[src/rtl/sst_cfg.svh]
`ifndef SST_CFG_SVH
`define SST_CFG_SVH

// clock rate and base tick of all sequencer timing
`define SST_CLK_MHZ        100
`define SST_TICK_US        1000
`define SST_CYC_PER_TICK   (`SST_TICK_US * `SST_CLK_MHZ)

// reaction window from sensor activation to current reduction, in ms
`define SST_REACT_MIN_MS   70
`define SST_REACT_MAX_MS   90
`define SST_REACT_MS       ((`SST_REACT_MIN_MS + `SST_REACT_MAX_MS) / 2)

// test limit factor and fault number raised on a failed test
`define SST_TEST_FACTOR    2
`define SST_FAULT_TEST     8'h08
`define SST_FAULT_NONE     8'h00

// sensor type codes on the configuration input
`define SST_TYPE_NONE      2'h0
`define SST_TYPE_CURTAIN   2'h1
`define SST_TYPE_EDGE      2'h2

`endif

[src/rtl/sst_pkg.sv]
package sst_pkg;
  typedef enum logic [1:0] {
    SST_SENS_NONE    = 2'b00,
    SST_SENS_CURTAIN = 2'b01,
    SST_SENS_EDGE    = 2'b10,
    SST_SENS_RSVD    = 2'b11
  } sst_sens_t;

  typedef enum logic [1:0] {
    SST_IDLE    = 2'b00,
    SST_DRIVE   = 2'b01,
    SST_RELEASE = 2'b10
  } sst_state_t;
endpackage

[src/rtl/sst_tick_if.sv]
`timescale 1ns/100ps
`default_nettype none
// millisecond enable shared between divider and sequencer
interface sst_tick_if;
  logic tick;
  modport gen (output tick);
  modport use_side (input tick);
endinterface
`default_nettype wire

[src/rtl/sst_seq.sv]
`include "sst_cfg.svh"
`timescale 1ns/100ps
`default_nettype none
module sst_seq #(
  parameter int CYC_PER_TICK = `SST_CYC_PER_TICK,
  parameter int TMO_W        = 16,
  parameter int TR_W         = 8
) (
  input  wire logic              clk,
  input  wire logic              rst_b,
  input  wire sst_pkg::sst_sens_t sensor_type,
  input  wire logic              light_curtain_input_b,
  input  wire logic              pressure_edge_input_b,
  input  wire logic              light_barrier_input_b,
  input  wire logic              normal_mode,
  input  wire logic              door_at_open_end,
  input  wire logic              door_move_cmd,
  input  wire logic              constant_speed,
  input  wire logic [TMO_W-1:0]  test_timeout_parameter,
  input  wire logic [TR_W-1:0]   sensor_reaction_ms,
  input  wire logic [TR_W-1:0]   discrepancy_min_ms,
  input  wire logic              fault_ack,
  output logic                   sensor_test_stimulus,
  output logic                   test_busy,
  output logic                   fault_active,
  output logic [7:0]             fault_code,
  output logic                   current_reduce,
  output logic                   drive_reverse
);
  import sst_pkg::*;

  // two spare bits so twice the timeout never wraps
  localparam int EW = TMO_W + 2;
  localparam logic [7:0] REACT_TICKS = 8'(`SST_REACT_MS);

  // ms enable shared with the divider
  sst_tick_if tk ();

  sst_tick_div #(.CYC_PER_TICK(CYC_PER_TICK)) u_div (
    .clk   (clk),
    .rst_b (rst_b),
    .tk    (tk)
  );

  sst_state_t     state_reg, state_next;
  logic [EW-1:0]  elapsed_reg;
  logic [EW-1:0]  phase_reg;
  logic           open_end_reg;
  logic           stim_reg;
  logic           fault_reg;
  logic [7:0]     code_reg;
  logic [7:0]     react_reg;
  logic           reduce_reg;
  logic           reverse_reg;
  logic           busy_reg;

  // configured sensor decode and its response level (inputs active low)
  wire tested_type = (sensor_type == SST_SENS_CURTAIN) || (sensor_type == SST_SENS_EDGE);
  wire resp_active = (sensor_type == SST_SENS_CURTAIN) ? !light_curtain_input_b
                                                       : !pressure_edge_input_b;
  // tested sensor (curtain or edge) and barrier ORed; barrier also counts with no tested sensor
  wire sens_active = (tested_type && resp_active) || !light_barrier_input_b;

  // test timing targets in ms ticks
  wire [EW-1:0] half_min  = EW'(sensor_reaction_ms) + EW'(discrepancy_min_ms);
  wire [EW-1:0] limit_ms  = EW'(test_timeout_parameter) * EW'(`SST_TEST_FACTOR);
  wire          busy      = (state_reg != SST_IDLE);
  wire          timed_out = busy && (elapsed_reg >= limit_ms);
  wire          start     = open_end_reg && !door_at_open_end && door_move_cmd
                            && normal_mode && tested_type && !busy;
  wire          half_done = (phase_reg > half_min); // one spare tick covers tick skew
  wire          ms_run    = busy && tk.tick;
  wire          pass      = (state_reg == SST_RELEASE) && !resp_active && half_done
                            && !timed_out;

  // sequence: stimulus on until sensor answers, then off until it recovers
  always_comb begin
    state_next = state_reg;
    unique case (state_reg)
      SST_IDLE:    if (start) state_next = SST_DRIVE;
      SST_DRIVE:   begin
        if (timed_out) state_next = SST_IDLE;
        else if (resp_active && half_done) state_next = SST_RELEASE;
      end
      SST_RELEASE: begin
        if (timed_out || pass) state_next = SST_IDLE;
      end
      default:     state_next = SST_IDLE;
    endcase
  end

  wire phase_clr = (state_next != state_reg);

  // one ms step of a test counter; holds between enables
  function automatic logic [EW-1:0] ms_step(input logic [EW-1:0] cnt, input logic run);
    return run ? cnt + EW'(1) : cnt;
  endfunction

  // state and test counters; busy flop mirrors the state so the output leaves a flop
  always_ff @(posedge clk or negedge rst_b) begin
    if (!rst_b) begin
      state_reg    <= SST_IDLE;
      busy_reg     <= 1'b0;
      elapsed_reg  <= '0;
      phase_reg    <= '0;
      open_end_reg <= 1'b0;
    end else begin
      state_reg    <= state_next;
      busy_reg     <= (state_next != SST_IDLE);
      open_end_reg <= door_at_open_end;
      elapsed_reg  <= start ? '0 : ms_step(elapsed_reg, ms_run);
      phase_reg    <= phase_clr ? '0 : ms_step(phase_reg, ms_run);
    end
  end

  // stimulus follows the drive phase; dropped at once if the type is no longer curtain or edge
  wire stim_next  = (state_next == SST_DRIVE) && tested_type;
  // set wins over acknowledge so a fresh failure is never lost
  wire fault_next = timed_out || (fault_reg && !fault_ack);

  always_ff @(posedge clk or negedge rst_b) begin
    if (!rst_b) begin
      stim_reg  <= 1'b0;
      fault_reg <= 1'b0;
      code_reg  <= `SST_FAULT_NONE;
    end else begin
      stim_reg  <= stim_next;
      fault_reg <= fault_next;
      code_reg  <= fault_next ? `SST_FAULT_TEST : `SST_FAULT_NONE;
    end
  end

  // reaction timer; sensor answers to the own stimulus are not obstacles
  wire react_arm  = sens_active && !busy;
  wire react_hit  = react_arm && tk.tick && (react_reg == REACT_TICKS - 8'(1));

  always_ff @(posedge clk or negedge rst_b) begin
    if (!rst_b) begin
      react_reg   <= '0;
      reduce_reg  <= 1'b0;
      reverse_reg <= 1'b0;
    end else begin
      if (!react_arm) react_reg <= '0;
      else if (tk.tick && react_reg != REACT_TICKS) react_reg <= react_reg + 8'(1);
      reduce_reg  <= react_arm && (react_hit || reduce_reg);
      reverse_reg <= react_hit && constant_speed;
    end
  end

  // outputs straight from their flops
  assign sensor_test_stimulus = stim_reg;
  assign test_busy            = busy_reg;
  assign fault_active         = fault_reg;
  assign fault_code           = code_reg;
  assign current_reduce       = reduce_reg;
  assign drive_reverse        = reverse_reg;

  localparam longint REACT_MIN_CYC = longint'(`SST_REACT_MIN_MS) * CYC_PER_TICK;
  localparam longint REACT_MAX_CYC = longint'(`SST_REACT_MAX_MS) * CYC_PER_TICK;
  longint act_cyc;
  longint test_cyc;

  // cycles since obstacle seen, for the reaction window check
  always_ff @(posedge clk or negedge rst_b) begin
    if (!rst_b) act_cyc <= '0;
    else act_cyc <= react_arm ? act_cyc + longint'(1) : '0;
  end

  // cycles since the test start, for the minimum duration check
  always_ff @(posedge clk or negedge rst_b) begin
    if (!rst_b) test_cyc <= '0;
    else test_cyc <= start ? '0 : (busy ? test_cyc + longint'(1) : test_cyc);
  end
endmodule
`default_nettype wire

[src/rtl/sst_tick_div.sv]
`include "sst_cfg.svh"
`timescale 1ns/100ps
`default_nettype none
module sst_tick_div #(
  parameter int CYC_PER_TICK = `SST_CYC_PER_TICK
) (
  input  wire logic clk,
  input  wire logic rst_b,
  sst_tick_if.gen   tk
);
  localparam int CW = $clog2(CYC_PER_TICK);

  logic [CW-1:0] cnt_reg;
  logic          tick_reg;
  wire           wrap = (cnt_reg == CW'(CYC_PER_TICK - 1));

  // free-running divider, one-cycle enable at wrap
  always_ff @(posedge clk or negedge rst_b) begin
    if (!rst_b) begin
      cnt_reg  <= '0;
      tick_reg <= 1'b0;
    end else begin
      cnt_reg  <= wrap ? '0 : cnt_reg + CW'(1);
      tick_reg <= wrap;
    end
  end

  // enable leaves straight from its flop
  assign tk.tick = tick_reg;
endmodule
`default_nettype wire

[config.mk]
export PLATFORM = sky130hd
export DESIGN_NAME = sst_seq
export DESIGN_NICKNAME = d
export VERILOG_FILES = /design/src/rtl/sst_pkg.sv /design/src/rtl/sst_tick_if.sv /design/src/rtl/sst_seq.sv /design/src/rtl/sst_tick_div.sv
export VERILOG_INCLUDE_DIRS = /design/src /design/src/rtl
export SDC_FILE = /design/constraint.sdc
export NUM_CORES = 1
export LEC_CHECK = 0
export ABC_AREA = 1
export CORE_ASPECT_RATIO = 0.9
export CORE_MARGIN = 2
export CORE_UTILIZATION = 50
export DETAILED_ROUTE_END_ITERATION = 16
export DONT_BUFFER_PORTS = 1
export PLACE_DENSITY = 0.7
export REMOVE_ABC_BUFFERS = 1
export SETUP_SLACK_MARGIN = 0.5
export SLEW_MARGIN = 10
export SYNTH_ARGS = -nofsm -noshare
export SYNTH_HDL_FRONTEND = slang
export SYNTH_SLANG_ARGS = --single-unit
[constraint.sdc]
create_clock -name clk -period 1.7 [get_ports clk]
set_input_delay 0.34 -clock clk [delete_from_list [all_inputs] [get_ports clk]]
set_output_delay 0.34 -clock clk [all_outputs]
set_load 0.02 [all_outputs]
* After elaboration in Yosys (flattened, before gate mapping)
Cells that the tools add are included.
** Operators by class
- Add/subtract/negate cells :: 5
- Multipliers :: 0
- Divide/modulo/power cells :: 0
- $lt $le $gt $ge :: 2
- Equality and inequality tests :: 10
- Shift-type cells :: 0
- Mux-type cells :: 14
- Bitwise logic cells :: 0
- Reduce and logical (&&, ||, !) cells :: 38
** Operator list (number)
- $mux 18 :: 4
- $add 18x1->18 const B :: 2
- $logic_and 1x1->1 :: 20
- $ge 18x17->1 :: 1
- $gt 18x9->1 :: 1
- $add 17x1->17 const B :: 1
- $eq 17x17->1 const B :: 1
- $mux 17 :: 1
- $mux 8 :: 2
- $add 8x8->9 :: 1
- $add 8x1->8 const B :: 1
- $eq 8x7->1 const B :: 1
- $logic_not 1->1 :: 8
- $mux 2 :: 4
- $ne 8x7->1 const B :: 1
- $reduce_bool 2->1 :: 4
- $eq 2x1->1 const B :: 3
- $pmux 2 s3 :: 1
- $logic_or 1x1->1 :: 5
- $eq 2x2->1 const B :: 2
- $mux 4 :: 1
- $logic_not 2->1 :: 1
- $ne 2x1->1 const B :: 1
- $ne 2x2->1 :: 1
- $mux 1 :: 1
** Word-level totals
- Flip-flop bits (word level) :: 74
- Latch bits :: 0
- RAM bits :: 0
- ROM bits :: 0
- Input port bits :: 44
- Output and inout port bits :: 13
- Word-level logic and storage cells :: 82
- Memories :: 0

* Longest topological paths before layout
- Depth after elaboration :: 11
- Mapped depth :: 20
- Depth with buffers taken out :: 19

* By module
Synthesis repeated with hierarchy kept, for this count alone.
** Second synthesis, totals
- Cell total of the unflattened synthesis :: 650
- Area total of the unflattened synthesis :: 4877.2 um2
** By module, submodules not included
- sst_seq :: times used 1, cells each 511, area an instance 3873.7 um2, sequential area each 1301.2 um2
- sst_tick_div :: times used 1, cells each 139, area an instance 1003.5 um2, sequential area each 450.4 um2

* Least setup slack after synthesis
No wires, ideal clock.
- Path kind :: input -> register
- Start :: in sensor_reaction_ms[0]
- End :: reg phase_reg[12]
- Library setup time :: 0.121 ns
- Arrival :: 2.721 ns
- Data required time :: 1.579 ns
- Setup slack :: -1.142 ns
- Cell stages on the path :: 18
- Buffers on the path :: 1
- Cell sequence :: ha_1 -> fa_1 -> a21oi_1 -> o21bai_1 -> a21oi_1 -> o21bai_1 -> xor2_1 -> ha_1 -> nand2_1 -> nor2_1 -> nand3_1 -> nand4_1 -> nand3_1 -> nand2_1 -> nand2_1 -> nand2_2 -> buf_6 -> nor2_2
** Between the ends
- Longest elaborated chain between the ends :: 9
- Elaborated cells on any way between the ends :: 13
- Those cells by class :: add/sub (1); order compare (1); eq/ne (1); mux (5); reduce/logical (5)
** Ends and longest elaborated chain
- start, declared :: RTL line sst_seq.sv:20 : input wire logic [TR_W-1:0] sensor_reaction_ms,
- $add 8x8->9 (*) :: RTL line sst_seq.sv:65 : wire [EW-1:0] half_min = EW'(sensor_reaction_ms) + EW'(discrepancy_min_ms);
- $gt 18x9->1 (*) :: RTL line sst_seq.sv:71 : wire half_done = (phase_reg > half_min);
- $logic_and 1x1->1 :: RTL line sst_seq.sv:73 : wire pass = (state_reg == SST_RELEASE) && !resp_active && half_done
- $logic_and 1x1->1 :: RTL line sst_seq.sv:74 : && !timed_out;
- $logic_or 1x1->1 :: RTL line sst_seq.sv:86 : if (timed_out || pass) state_next = SST_IDLE;
- $mux 2 :: RTL line sst_seq.sv:86
- $pmux 2 s3 (*) :: RTL line sst_seq.sv:79 : unique case (state_reg)
- $ne 2x2->1 (*) :: RTL line sst_seq.sv:92 : wire phase_clr = (state_next != state_reg);
- $mux 18 or $reduce_bool 2->1 (tied branches)
- end signal, assigned :: RTL line sst_seq.sv:112 : phase_reg <= phase_clr ? '0 : ms_step(phase_reg, ms_run);
- end, declared :: RTL line sst_seq.sv:47 : logic [EW-1:0] phase_reg;
Every way passes the cells marked *; elsewhere a longest branch is shown, timed or not.
A chain may end at the register's enable or synchronous reset.

* Final worst setup path
- Start :: in sensor_reaction_ms[0]
- End :: reg phase_reg[11]
The elaborated chain is that of the path after synthesis.

==> qor.yml <==
synth:
  post-synth-top-area-cell: "sky130_fd_sc_hd__dfrtp_1"
  syn_inst: 612
  synth.cell_area_um2: 4730
  ys_types: 45
  async_flop_share_pct: 100
  synth_edf_count: 0
  ys_dominant_reg_cell: "sky130_fd_sc_hd__dfrtp_1"
  synth_largest_type_area_fraction_pct: 37.0
  post_synthesis_sequential_element_count: 70
  synth-seq-area-share_pct: 37.0
  netlist_top_cells_area: "sky130_fd_sc_hd__dfrtp_1 (37%), sky130_fd_sc_hd__ha_1 (10%), sky130_fd_sc_hd__nand2_1 (9.0%), sky130_fd_sc_hd__inv_1 (8.0%), sky130_fd_sc_hd__nor2_1 (5.2%)"
  synth.yosys.warnings: 0
  syn_avg_cell_area_um2: 7.73
global_route:
  globalRoute.totalOverflow: 0
  first_global_vias: 4522
  grt_antenna_before_repair: 0
  maximum_number_of_pins_on_one_net_before_global_route_repair: 71
  global_route.usage.total_pct: 25.2
  grt_first_pass_wirelength_um: 20400
cells_and_area:
  multi_input_area_um2: 3300
  insertedDiodeCount: 0
  synthToLayoutAreaGrowth_pct: 48.6
  area.sequential_um2: 1760
  nets: 839
  commonest_non_fill_non_tap_cell_in_the_layout: "sky130_fd_sc_hd__nand2_1"
  most-common-layout-cells: "sky130_fd_sc_hd__nand2_1 (94), sky130_fd_sc_hd__buf_4 (88), sky130_fd_sc_hd__inv_1 (83)"
  drive_above_1_share_pct: 43.6
  final_cell_count_no_fill: 881
  fill_cells: 572
placed_design:
  gp_routability_congestion: 0.773
  pre_cts_slack_ns: -1.32
  placement.io_buffers: 0
  placed_cell_count: 795
  detailedPlacementHpwl_um: 7530
power:
  ir_worst_vdd_mv: 0.463
  design_power_total_mw: 3.88
  cellLeakagePower_nw: 3.41
  power_density_nw_per_um2: 552
sta:
  setup_repair_after_global_routing_missed_its_margin: "true"
  fin_crit_sh_pct: 150
  finalClockSkew_ns: 0.0102
  fmax_ghz: 0.393
  report.final.setup_viol: 32
  final-max-slew-violation-count: 0
  final_hold_viol_count: 70
  post-route-worst-setup-slack_ns: -0.843
  finalHoldWorstSlack_ns: -0.342
  post-route-min-period_ns: 2.54
  timing.setup.tns_ns: -17.56
clock_network:
  ctsHoldBuffers: 1
  cts_tree: "done"
  cts-buffers-inserted: 9
  h-tree-depth: 3
  clock_insertion_delay_worst_skew_ns: 0.37
  clock-root-buffer: "sky130_fd_sc_hd__clkbuf_8"
  clk_transition_reported_paths_ns: 0.08
  clkSinkCount: 70
  clock_path_buffers: 2
job:
  max-cap-violations: 0
worst_setup_path:
  crit_chain: "ha_4, fa_2, a21oi_2, o21bai_1, a21oi_1, o21bai_1, a21o_1, a21oi_2, ha_1, nand2_1, nor2_2, nand2_1, nand4_1, nand3_1, nand2_1, o21bai_2, nand2_2, buf_12, nor2_2"
  cp_slowest_stage_delay_ns: 0.34
  worstPathBufferInverterCount: 1
  timing.critical_path.max_delay_family: "compound AO/OA/AOI/OAI gates"
  cp_data_arrival_time_ns: 2.84
  critical_path_class: "in2reg"
  crit_slowest_cell: "sky130_fd_sc_hd__fa_2"
  cp-start-kind: "input pin"
  cp-startpoint: "sensor_reaction_ms[0]"
  cp_common_cell: "sky130_fd_sc_hd__nand2_1"
  critical_path.max_fanout: 18
  rr_startpoint: "elapsed_reg[14]"
  worst_ep_required_ns: 2.00
  worst_setup_path_end_kind: "register"
routing:
  routed_wire_length_per_instance_um: 16.4
  ant_nets: 0
  vias_per_cell: 5.47
  firstDrtPassIters: 5
  drt_drc_violations_left: 0
  detailroute.via_count: 4822
  initialDrtViolationCount: 436
  aggregate_routed_wire_length_um: 14500
floorplanning:
  core_um2: 9170
  row_count: 33
  floorplan.die_area_um2: 10300
  floorplan.initialDensity_pct: 51.6
  die_width_um: 107
  die_h_um: 96.3
  ioPinCount: 57
status:
  violations: "hold timing, setup timing"
  outcome: "complete, but fails checks"
min_path:
  hold_path_class: "in2async"
-- timing repair --
action                                  4_1_cts  5_1_grt
pin swaps                                    54       39
hold endpoints to repair                     71       70
resized for setup                           166      100
endpoints found under the setup margin       70       70
buffers inserted                             48       22
-- cells in the mapped netlist, types with 2 or more instances --
cell and count:
sky130_fd_sc_hd__nand2_1 113, sky130_fd_sc_hd__nor4_1 5, sky130_fd_sc_hd__inv_2 4, sky130_fd_sc_hd__or2_2 3, sky130_fd_sc_hd__nor3_1 17, sky130_fd_sc_hd__ha_1 39, sky130_fd_sc_hd__o21bai_1 3, sky130_fd_sc_hd__nor2_1 66
sky130_fd_sc_hd__inv_1 101, sky130_fd_sc_hd__nor3_2 2, sky130_fd_sc_hd__xnor2_1 4, sky130_fd_sc_hd__a21oi_1 35, sky130_fd_sc_hd__o21ai_0 27, sky130_fd_sc_hd__nor2_2 13, sky130_fd_sc_hd__nand4_1 16, sky130_fd_sc_hd__and3_1 3
sky130_fd_sc_hd__buf_4 8, sky130_fd_sc_hd__nand3_1 29, sky130_fd_sc_hd__nand4_2 2, sky130_fd_sc_hd__a21o_1 3, sky130_fd_sc_hd__xor2_1 23, sky130_fd_sc_hd__dfrtp_1 70, sky130_fd_sc_hd__nand2_4 2, sky130_fd_sc_hd__o21a_1 3
-- layout make-up --
cell class	count	share of cell area [%]
Clock buffer	11	2.01
Clock inverter	4	0.676
Timing Repair Buffer	136	17.5
Inverter	105	5.75
Sequential cell	70	25.0
Tap cell	122	2.17
Multi-Input combinational cell	433	46.9
-- metrics by stage --
step	hold slack, ns	utilization (%)	instance area (µm²)
floorplan	0.0444	-	4680
global placement	0.0466	58.2	5330
detailed placement	0.0466	58.2	5330
CTS	-0.340	70.3	6440
global route	-0.352	76.7	7030
finish	-0.342	76.7	7030
-- worst paths after layout --
kind | to | slack, ns | cells after the start
max in group asynchronous | u_div.cnt_reg[8] | 1.92 | 0
min | test_busy | -0.34 | 0
min reg2reg | u_div.cnt_reg[11] | 0.57 | 2
max | phase_reg[11] | -0.84 | 19
max reg2reg | phase_reg[11] | -0.32 | 13
min in group clk | fault_code[3] | 0.06 | 1
-- power by group --
part / internal [mW] / total, mW / switching (mW)
logic: 0.366 / 0.768 / 0.403
registers: 1.70 / 1.74 / 0.0444
clock network: 0.705 / 1.37 / 0.663
-- logic make-up after synthesis --
family | count (synthesis) | synth area share, %
AO/OA/AOI/OAI | 77 | 9.01
AND/OR/NAND/NOR | 280 | 27.8
XOR/XNOR | 27 | 5.00
multiplexers | 2 | 0.449
other | 1 | 0.0792
buffers and inverters | 115 | 9.91
flip-flops | 70 | 37.0
adder cells (fa/ha/maj) | 40 | 10.7
-- layer usage --
metal,global-route usage [%],wire length (µm)
met1,30.6,5830
met2,44.2,7480
met3,4.67,718
met4,11.1,448
met5,0,0
No activity file was read; power rests on OpenSTA's default activity.
